--- config.mk ---
export PLATFORM = sky130hd
export DESIGN_NAME = bkm_boot
export DESIGN_NICKNAME = d
export VERILOG_FILES = /design/src/bkm_pkg.sv /design/src/bkm_wdog_if.sv /design/src/bkm_wdog.sv /design/src/bkm_boot.sv
export VERILOG_INCLUDE_DIRS = /design/src
export SDC_FILE = /design/constraint.sdc
export NUM_CORES = 1
export LEC_CHECK = 0
export ABC_AREA = 1
export BUFFER_PORTS_ARGS = -buffer_cell sky130_fd_sc_hd__buf_4
export CORE_UTILIZATION = 55
export CTS_BUF_LIST = sky130_fd_sc_hd__clkbuf_8 sky130_fd_sc_hd__clkbuf_16
export DETAILED_ROUTE_END_ITERATION = 6
export PLACE_DENSITY = 0.79
export SLEW_MARGIN = 20
export SYNTH_ARGS = -nofsm -noshare
export SYNTH_HDL_FRONTEND = slang
export SYNTH_HIERARCHICAL = 1
export SYNTH_SLANG_ARGS = --single-unit
export TNS_END_PERCENT = 20
--- constraint.sdc ---
create_clock -name clk -period 3.1 [get_ports clk]
set_input_delay 0.62 -clock clk [delete_from_list [all_inputs] [get_ports clk]]
set_output_delay 0.62 -clock clk [all_outputs]
set_load 0.01 [all_outputs]
--- src/bkm_map.svh ---
`ifndef BKM_MAP_SVH
`define BKM_MAP_SVH

// Register window: top 4 kB of the address space
`define BKM_WIN_PAGE 20'hfffff
`define BKM_OFF_REMAP 12'h220
`define BKM_OFF_RESET_CAUSE_STATUS 12'h230
`define BKM_OFF_RESET_CAUSE_CLEAR 12'h234
`define BKM_OFF_SER_LO 12'h238
`define BKM_OFF_SER_HI 12'h23c
`define BKM_OFF_CHK 12'h240

// Access sizes on the load/store bus
`define BKM_SZ_BYTE 2'h0
`define BKM_SZ_HALF 2'h1
`define BKM_SZ_WORD 2'h2

// Reset values and fields
`define BKM_REMAP_RST 8'h00
`define BKM_CAUSE_POR 0
`define BKM_REV_LSB 0
`define BKM_REV_MSB 7

// Boot image check
`define BKM_SIG_WORD 7'h05
`define BKM_SIG_MAGIC 32'h27011970
`define BKM_PAGE_WORDS 8'h80
`define BKM_TRIM_LAST 4'h7

// Timing, times in ms and clock in kHz
`define BKM_CLK_KHZ 40000
`define BKM_WD_KERNEL_MS 30
`define BKM_PASS_MS 5
`define BKM_DL_REFRESH_MS 10

`endif

--- src/bkm_pkg.sv ---
package bkm_pkg;

	typedef enum logic [2:0] {
		K_CAL,
		K_SUM,
		K_DECIDE,
		K_PAD,
		K_USER,
		K_DLOAD
	} bkm_kstate_t;

	typedef struct packed {
		bkm_kstate_t st;
		logic [3:0] trim_i;
		logic [7:0] fidx;
		logic [31:0] sum;
		logic [31:0] sig;
		logic [23:0] pass_cnt;
		logic [23:0] rfsh_cnt;
		logic por;
		logic go_user;
		logic armed;
		logic [7:0] remap;
		logic [7:0] rst_sta;
		logic [31:0] ser_lo;
		logic [31:0] ser_hi;
		logic [31:0] chk;
		logic [31:0] rdata;
		logic trim_we;
		logic [2:0] trim_sel;
		logic [31:0] trim_data;
		logic wd_refresh;
	} bkm_state_t;

	typedef struct packed {
		logic [23:0] cnt;
		logic expired;
	} bkm_wd_state_t;

endpackage

--- src/bkm_wdog_if.sv ---
`timescale 1ns/1ps
`default_nettype none

interface bkm_wdog_if;
	logic en;
	logic [23:0] load;
	logic refresh;
	logic expired;

	modport ctl (output en, output load, output refresh, input expired);
	modport tmr (input en, input load, input refresh, output expired);
endinterface

`default_nettype wire

--- src/bkm_wdog.sv ---
`timescale 1ns/1ps
`default_nettype none

module bkm_wdog (
	// Clock and reset
	input wire logic clk,
	input wire logic rst,
	// Control from the boot supervisor
	bkm_wdog_if.tmr w
);
	bkm_pkg::bkm_wd_state_t q, d;

	// Disabled timer stays preloaded so enabling starts a full period
	always_comb begin
		d = q;
		d.expired = 1'b0;
		if (rst) begin
			d = '0;
		end else if (!w.en || w.refresh) begin
			d.cnt = w.load;
		end else if (q.cnt == '0) begin
			d.expired = 1'b1;
			d.cnt = w.load;
		end else begin
			d.cnt = q.cnt - 24'h000001;
		end
	end

	always_ff @(posedge clk) begin
		q <= d;
	end

	assign w.expired = q.expired;

endmodule

`default_nettype wire

--- src/bkm_boot.sv ---
// Notes on behaviour
// - Kernel copies factory trims after every reset
// - Kernel may leave registers off defaults
// - After power-on, watchdog runs 30 ms during kernel
// - After power-on, watchdog off at exit to user
// - Other resets keep user watchdog, refresh at user start
// - Download mode refreshes watchdog periodically
// - Normal pass takes about 5 ms
// - Download mode entered, left only by reset
// - SRAM writable only in download mode
// - Signature, checksum or debug-reset pin high needed, else download
// - Debug-reset pin high always starts user
// - Debug port blocked while kernel runs
// - Kernel revision in serial number high
// - Kernel writes checksum to checksum register
// - Registers decoded in top 4 kB
// - Any register accepts 32-bit access
// - Narrow read data little-endian aligned
// - Halfword write zeroes upper sixteen bits
// - Halfword read returns only sixteen bits
// - Cause-clear write clears cause flags
`timescale 1ns/1ps
`default_nettype none
`include "bkm_map.svh"

module bkm_boot #(
	parameter int WD_KERNEL_CYC = `BKM_WD_KERNEL_MS * `BKM_CLK_KHZ,
	parameter int PASS_CYC = `BKM_PASS_MS * `BKM_CLK_KHZ,
	parameter int DL_REFRESH_CYC = `BKM_DL_REFRESH_MS * `BKM_CLK_KHZ,
	// Arbitrary value
	parameter logic [7:0] KERNEL_REV = 8'h01
) (
	// Clock and reset
	input wire logic clk,
	input wire logic rst,
	input wire logic [7:0] reset_cause_in,
	// Debug-reset pin
	input wire logic debug_reset_pin_n,
	// Factory trim space and peripheral trim writes
	output logic [2:0] trim_idx,
	input wire logic [31:0] trim_rdata,
	output logic trim_we,
	output logic [2:0] trim_sel,
	output logic [31:0] trim_data,
	// Code page 0 read port, data one cycle after address
	output logic [6:0] flash_word_addr,
	input wire logic [31:0] flash_rdata,
	// User watchdog configuration
	input wire logic wdog_user_en,
	input wire logic [23:0] wdog_user_load,
	// Load/store register bus
	input wire logic [31:0] bus_addr,
	input wire logic [1:0] bus_size,
	input wire logic bus_wr,
	input wire logic bus_rd,
	input wire logic [31:0] bus_wdata,
	output logic [31:0] bus_rdata,
	// Boot status and control
	output logic core_hold,
	output logic debug_block,
	output logic download_mode,
	output logic sram_write_allow,
	output logic user_start,
	output logic wdog_reset_req
);
	localparam logic [23:0] WD_K = 24'(WD_KERNEL_CYC);
	localparam logic [23:0] PASS_LAST = 24'(PASS_CYC - 1);
	localparam logic [23:0] DL_LAST = 24'(DL_REFRESH_CYC - 1);

	bkm_pkg::bkm_state_t q, d;
	bkm_wdog_if wd ();
	logic kernel;
	logic hit;

	bkm_wdog u_wdog (
		.clk(clk),
		.rst(rst),
		.w(wd.tmr)
	);

	assign kernel = q.st != bkm_pkg::K_USER && q.st != bkm_pkg::K_DLOAD;
	assign hit = bus_addr[31:12] == `BKM_WIN_PAGE;

	always_comb begin
		logic [31:0] rv;
		logic [31:0] wv;
		logic [7:0] widx;
		rv = '0;
		wv = '0;
		widx = q.fidx - 8'h01;
		d = q;
		d.trim_we = 1'b0;
		d.wd_refresh = 1'b0;

		// Kernel sequence
		unique case (q.st)
		bkm_pkg::K_CAL: begin
			d.trim_we = 1'b1;
			d.trim_sel = q.trim_i[2:0];
			d.trim_data = trim_rdata;
			if (q.trim_i == `BKM_TRIM_LAST) begin
				d.st = bkm_pkg::K_SUM;
				d.fidx = '0;
				d.sum = '0;
				d.ser_hi[`BKM_REV_MSB:`BKM_REV_LSB] = KERNEL_REV;
			end else begin
				d.trim_i = q.trim_i + 4'h1;
			end
		end
		bkm_pkg::K_SUM: begin
			// Read data lags the address by one cycle
			if (q.fidx != '0) begin
				if (widx[6:0] == `BKM_SIG_WORD) begin
					d.sig = flash_rdata;
				end else begin
					d.sum = q.sum + flash_rdata;
				end
			end
			if (q.fidx == `BKM_PAGE_WORDS) begin
				d.st = bkm_pkg::K_DECIDE;
			end else begin
				d.fidx = q.fidx + 8'h01;
			end
		end
		bkm_pkg::K_DECIDE: begin
			d.chk = q.sum;
			d.go_user = debug_reset_pin_n
				|| q.sig == `BKM_SIG_MAGIC
				|| q.sig == q.sum;
			d.st = bkm_pkg::K_PAD;
		end
		bkm_pkg::K_PAD: begin
			// Pad so that a normal pass has a fixed length
			if (q.pass_cnt >= PASS_LAST) begin
				if (q.go_user) begin
					d.st = bkm_pkg::K_USER;
					d.wd_refresh = !q.por;
					d.armed = !q.por;
				end else begin
					d.st = bkm_pkg::K_DLOAD;
					d.rfsh_cnt = '0;
				end
			end
		end
		bkm_pkg::K_USER: begin
			// A stale enable left over from boot cannot rearm
			d.armed = q.armed || !wdog_user_en;
		end
		bkm_pkg::K_DLOAD: begin
			// No exit from here except reset
			if (q.rfsh_cnt >= DL_LAST) begin
				d.rfsh_cnt = '0;
				d.wd_refresh = 1'b1;
			end else begin
				d.rfsh_cnt = q.rfsh_cnt + 24'h000001;
			end
		end
		endcase

		if (kernel && q.pass_cnt < PASS_LAST) begin
			d.pass_cnt = q.pass_cnt + 24'h000001;
		end

		// Register reads, narrow registers in the low lanes
		unique case (bus_addr[11:0])
		`BKM_OFF_REMAP: rv = {24'h0, q.remap};
		`BKM_OFF_RESET_CAUSE_STATUS: rv = {24'h0, q.rst_sta};
		`BKM_OFF_SER_LO: rv = q.ser_lo;
		`BKM_OFF_SER_HI: rv = q.ser_hi;
		`BKM_OFF_CHK: rv = q.chk;
		default: rv = '0;
		endcase
		if (!hit) begin
			rv = '0;
		end
		if (bus_size == `BKM_SZ_BYTE) begin
			rv = {24'h0, rv[7:0]};
		end else if (bus_size == `BKM_SZ_HALF) begin
			rv = {16'h0, rv[15:0]};
		end
		if (bus_rd) begin
			d.rdata = rv;
		end

		// Register writes, narrow writes zero the upper bits
		if (bus_size == `BKM_SZ_BYTE) begin
			wv = {24'h0, bus_wdata[7:0]};
		end else if (bus_size == `BKM_SZ_HALF) begin
			wv = {16'h0, bus_wdata[15:0]};
		end else begin
			wv = bus_wdata;
		end
		if (bus_wr && hit) begin
			unique case (bus_addr[11:0])
			`BKM_OFF_REMAP: d.remap = wv[7:0];
			`BKM_OFF_RESET_CAUSE_CLEAR: d.rst_sta = q.rst_sta & ~wv[7:0];
			`BKM_OFF_SER_LO: d.ser_lo = wv;
			`BKM_OFF_SER_HI: d.ser_hi = wv;
			`BKM_OFF_CHK: begin
				// The kernel's own checksum write takes priority
				if (q.st != bkm_pkg::K_DECIDE) begin
					d.chk = wv;
				end
			end
			default: ;
			endcase
		end

		if (rst) begin
			d = '0;
			d.st = bkm_pkg::K_CAL;
			d.por = reset_cause_in[`BKM_CAUSE_POR];
			d.rst_sta = reset_cause_in;
			d.remap = `BKM_REMAP_RST;
		end
	end

	always_ff @(posedge clk) begin
		q <= d;
	end

	// Watchdog control
	always_comb begin
		// Reset empties the counter, so reload it as the kernel starts
		wd.refresh = q.wd_refresh
			|| (q.st == bkm_pkg::K_CAL && q.trim_i == 4'h0);
		if (q.por && q.st != bkm_pkg::K_USER) begin
			wd.en = 1'b1;
			wd.load = WD_K;
		end else if (q.st == bkm_pkg::K_USER) begin
			wd.en = wdog_user_en && q.armed;
			wd.load = wdog_user_load;
		end else begin
			// User timeout must cover a whole kernel pass
			wd.en = wdog_user_en;
			wd.load = wdog_user_load;
		end
	end

	assign wdog_reset_req = wd.expired;
	assign trim_idx = q.trim_i[2:0];
	assign trim_we = q.trim_we;
	assign trim_sel = q.trim_sel;
	assign trim_data = q.trim_data;
	assign flash_word_addr = q.fidx[6:0];
	assign bus_rdata = q.rdata;
	assign core_hold = q.st != bkm_pkg::K_USER;
	assign debug_block = kernel;
	assign download_mode = q.st == bkm_pkg::K_DLOAD;
	assign sram_write_allow = download_mode;
	assign user_start = q.st == bkm_pkg::K_USER;
endmodule

`default_nettype wire

[After elaboration in Yosys (flattened, before gate mapping)]
Index checks and enable logic that the tools add are counted.
Storage, ports and cells
  register bits after elaboration: 336
  bits of input ports: 168
Operators by class
  $add $sub $neg: 7
  magnitude comparators: 3
  equal/unequal tests: 29
  mux-type cells: 46
  bitwise gates (word level): 3
  reduce and logical (&&, ||, !) cells: 37
Operators with widths (count)
  32-bit 2-to-1 mux: 13
  173-bit 2-to-1 mux: 1
  32-bit one-hot mux with 5 select lines: 1
  24-bit 2-to-1 mux: 6
  104-bit 2-to-1 mux: 1
  40-bit one-hot mux with 2 select lines: 1
  12-bit by 10-bit == test with 1-bit output, second input constant: 6
  64-bit 2-to-1 mux: 1
  24-bit by 1-bit adder with 24-bit output, second input constant: 2
  24-bit one-hot mux with 2 select lines: 1
  40-bit 2-to-1 mux: 1
  36-bit 2-to-1 mux: 1
  32-bit adder: 1
  32-bit by 30-bit == test with 1-bit output, second input constant: 1
  32-bit == test: 1
  8-bit 2-to-1 mux: 4
  24-bit by 18-bit >= comparator with 1-bit output, second input constant: 1
  24-bit by 19-bit >= comparator with 1-bit output, second input constant: 1
  24-bit logical NOT: 1
  24-bit by 18-bit < comparator with 1-bit output, second input constant: 1
  24-bit by 1-bit subtractor with 24-bit output, second input constant: 1
  20-bit == test, second input constant: 1
  2-bit != test, second input constant: 8
  3-bit one-hot mux with 4 select lines: 1
  other kinds (31): 68

[Longest topological paths before layout]
  word-level depth: 8
  mapped depth: 14
  mapped depth without buffers: 14

[By module]
The synthesis kept the hierarchy.
Modules (own cells, without submodules)
  bkm_boot: instances 1, cells each 2989, area an instance 18510.3 um2, sequential area each 6316.1 um2
  bkm_wdog: instances 1, cells each 297, area an instance 1737.9 um2, sequential area each 500.5 um2

[Worst setup path before layout]
OpenSTA, ideal clock, no wires.
  kind: input port to flip-flop
  start point: input port bus_addr[13]
  end point: register q[165] in the netlist's numbering (enable)
  library setup time: 0.384 ns
  arrival: 2.009 ns
  required time: 2.716 ns
  slack: 0.707 ns
  stages on the path: 8
  path through: nand2_1 > nor2_1 > nand2_1 > nor3_1 > nand2_1 > clkinv_1 > nand4_1 > o21ai_0
On the way
  cells in the longest elaborated chain, start to end: 4
RTL lines
  from (decl): line bkm_boot.sv:52  | input wire logic [31:0] bus_addr,
  20-bit == test (no line)
  1-bit logical AND: line bkm_boot.sv:193  | if (bus_wr && hit) begin
  2-bit nonzero test (no line)
  2-bit AND reduction (no line)
  to (signal assigned): line bkm_boot.sv:219  | q <= d;
  to (decl): line bkm_boot.sv:70  | bkm_pkg::bkm_state_t q, d;
Every way passes these cells.
A chain may end at the register's enable or synchronous reset.

[Worst setup path after layout]
  start point: register q[208] in the netlist's numbering
  end point: register q[196] in the netlist's numbering
On the way
  cells in the longest elaborated chain, start to end: 3
RTL lines
  24-bit by 18-bit >= comparator with 1-bit output: line bkm_boot.sv:134  | if (q.pass_cnt >= PASS_LAST) begin
  2-bit != test (no line)
  3-bit AND reduction (no line)
Every way passes these cells.

==> results.toml <==
[status]
status = "finished, final reports clean"

[power]
power_uw = 11800
p_leak_uw = 0.0109
power_density_nw_per_um2 = 510
ir_worst_vdd_mv = 0.463

[synthesis]
synth_top_area_share_pct = 32.3
synth_seq_area_share_pct = 33.7
syn_area_per_cell_um2 = 6.16
synth-async-reset-ratio_pct = 0
ys_ff_latch = 336
synth.area.top_cells = "dfxtp_1 32%, nand2_1 18%, nor2_1 9.8%"
syn_nets = 3495
synth-edff-count = 9
yosys.area.top_type = "dfxtp_1"
synth_commonest_cells = "954 x nand2_1, 531 x nor2_1, 334 x inv_1"
synthCells = 3286
yosysWarningCount = 6
synth.most_common_cell = "nand2_1"
ys_types = 44
netlist_area_um2 = 20200
ys.flop_type = "dfxtp_1"

[cts]
h-tree-depth = 2
cts_made_buffers = 39
cts_root_buf = "clkbuf_16"
cts_num_sinks = 336
path_clk_slew_ns = 0.06
clockBufferDepth = 3
cts_setup_buffers = 0
cts_tree = "yes"
cts-hold-fix-buffers = 0
worst_skew_pair.late_latency_ns = 0.56
cts_resized = 0

[sta]
final-setup-viol-count = 0
slew_violations = 0
max_clock_freq_mhz = 414
rsz0062_at_grt = "no"
fin_crit_ns = 2.42
tns_ns = 0
period_share_pct = 77.9
worst_pin_slew_ns = 0.929
hold_viol = 0
hold_slack_ns = 0.276
maxSlewHeadroom_pct = 37.6
clock_skew_ns = 0.0169

[routing]
drt_iter0_drc = 1599
wl_um = 60200
dr.max_layer_used = "met4"
wl_met3_um = 3770
routed_via_density = 5.45
drc = 0
drtAntennaViolNets = 0
vias = 21100
routedWlPerCell_um = 15.5
wl_met2_um = 29000
wl_met1_um = 24600
detail_route.first_pass.iterations = 5

[min_path]
whs_path_depth = 1
hold_class = "input port to register"
worstHoldStart = "reset_cause_in[0]"
hold-path-endpoint = "q[183]"

[global_routing]
grt_pass1_vias = 20200
antenna_found_initial = 0
grt_pass1_wl_um = 98500
grt-ovfl-total = 0
grt_max_degree = 97
grt_use_total_pct = 31.8

[cells_and_area]
nets = 3605
regArea_um2 = 6820
layout-drive-gt1-share_pct = 11.7
final_area_um2 = 23000
multiInputGateArea_um2 = 10900
final_core_util_pct = 64.1
fillers = 3374
area_delta_synth_final_pct = 13.7
antenna_cells = 0

[setup_path]
worst-endpoint-required_ns = 3.59
max_stage_delay_ns = 0.41
rr_endpoint = "q[196]"
rrSetupSlack_ns = 0.68
end_kind = "register"
cp.arrival_ns = 2.90
worst-setup-path-type = "register to register"
critPathMaxFanout = 22
slowest_stage = "dfxtp_1"
crit_chain = "ha_1, nand2_1, nor2_1, inv_1, nand3_1, nand3_1, nand3_1, nand2_1, buf_4, inv_1, buf_4, nand2_1, nand2_1, inv_1, nor2_1"
cp_common_cell = "nand2_1"
rr_worst_depth = 15
start_kind = "register"
rr_startpoint = "q[208]"

[floorplanning]
core_area_um2 = 35900
start_util_pct = 56.4
dieWidth_um = 194
pin_count = 252
die_h_um = 194
dieArea_um2 = 37600
rows = 69

[placement]
port_buffers = 251
dp_hpwl_um = 44000
placed_area_um2 = 21800
gp_congestion = 0.984

[flow_run]
maxCapViolCount = 0
-- through the flow --
stage / setup slack (ns) / cells
global route: 0.345 / 3881
detailed placement: 0.568 / 3816
CTS: 0.702 / 3881
global placement: 0.668 / 3816
floorplan: 0.707 / 3286
finish: 0.685 / 3881
-- metal layers --
| metal | vias to the layer above | track usage (%) |
|---|---|---|
| li1 | 10500 | - |
| met1 | 9692 | 38.4 |
| met2 | 756 | 55.3 |
| met3 | 180 | 4.37 |
| met4 | 0 | 15.6 |
| met5 | - | 0 |
-- sequential cells by signal, summed over array words and instances (netlist names) --
register and cells:
q 233, bus_rdata 32, trim_data 32, u_wdog/q 24
flash_word_addr 7, trim_idx 3, trim_sel 3, trim_we 1
u_wdog/w.expired 1
-- layout make-up --
class	instances	share of cell area [%]
clock buffers	44	4.54
repair buffers	285	9.47
inverters	344	5.63
clock inverters	21	0.771
multi-input cells	2390	47.5
flip-flops and latches	336	29.6
well taps	461	2.50
-- cells in the final DEF (no fill, tap or decap), drive strengths merged, types with 40 or more instances in the layout --
cell,synthesis,layout
nand4,72,72
buf,134,285
ha,40,40
inv,341,352
nand3,233,233
nand2,960,960
dfxtp,327,327
a21oi,185,185
o21ai,189,189
nor2,544,544
clkbuf,82,44
-- worst max-delay path by stage --
stage | cells past startpoint | from | end
5_1_grt | 13 | q[208] | q[187]
6_report | 15 | q[208] | q[196]
3_3_place_gp | 11 | bus_addr[8] | bus_rdata[15]
3_5_place_dp | 11 | bus_addr[1] | q[78]
4_1_cts | 13 | q[208] | q[202]
2_1_floorplan | 8 | bus_addr[13] | q[165]
-- critical path, delay by kind of cell (launching register included) --
family                   cells  cell delay (ns)
adder cells (fa/ha/maj)      1             0.23
buffers and inverters        5             0.75
AND/OR/NAND/NOR              9             0.95
flip-flops                   1             0.41
-- cell families after synthesis --
family / synth area share [%]
AOI/OAI and AO/OA: 10.0
buffers and inverters: 12.4
xor gates and xnor gates: 2.21
and+or+nand+nor: 39.2
DFF: 33.7
adders and majority gates: 2.57
-- where the power goes --
part | total [uW] | leakage (uW) | internal [uW] | switching (uW)
Clock | 4490 | 0.000634 | 2640 | 1850
Combinational | 2450 | 0.00751 | 865 | 1580
Sequential | 4820 | 0.00274 | 4600 | 215
Note: power is estimated with default switching activity, not from simulation.
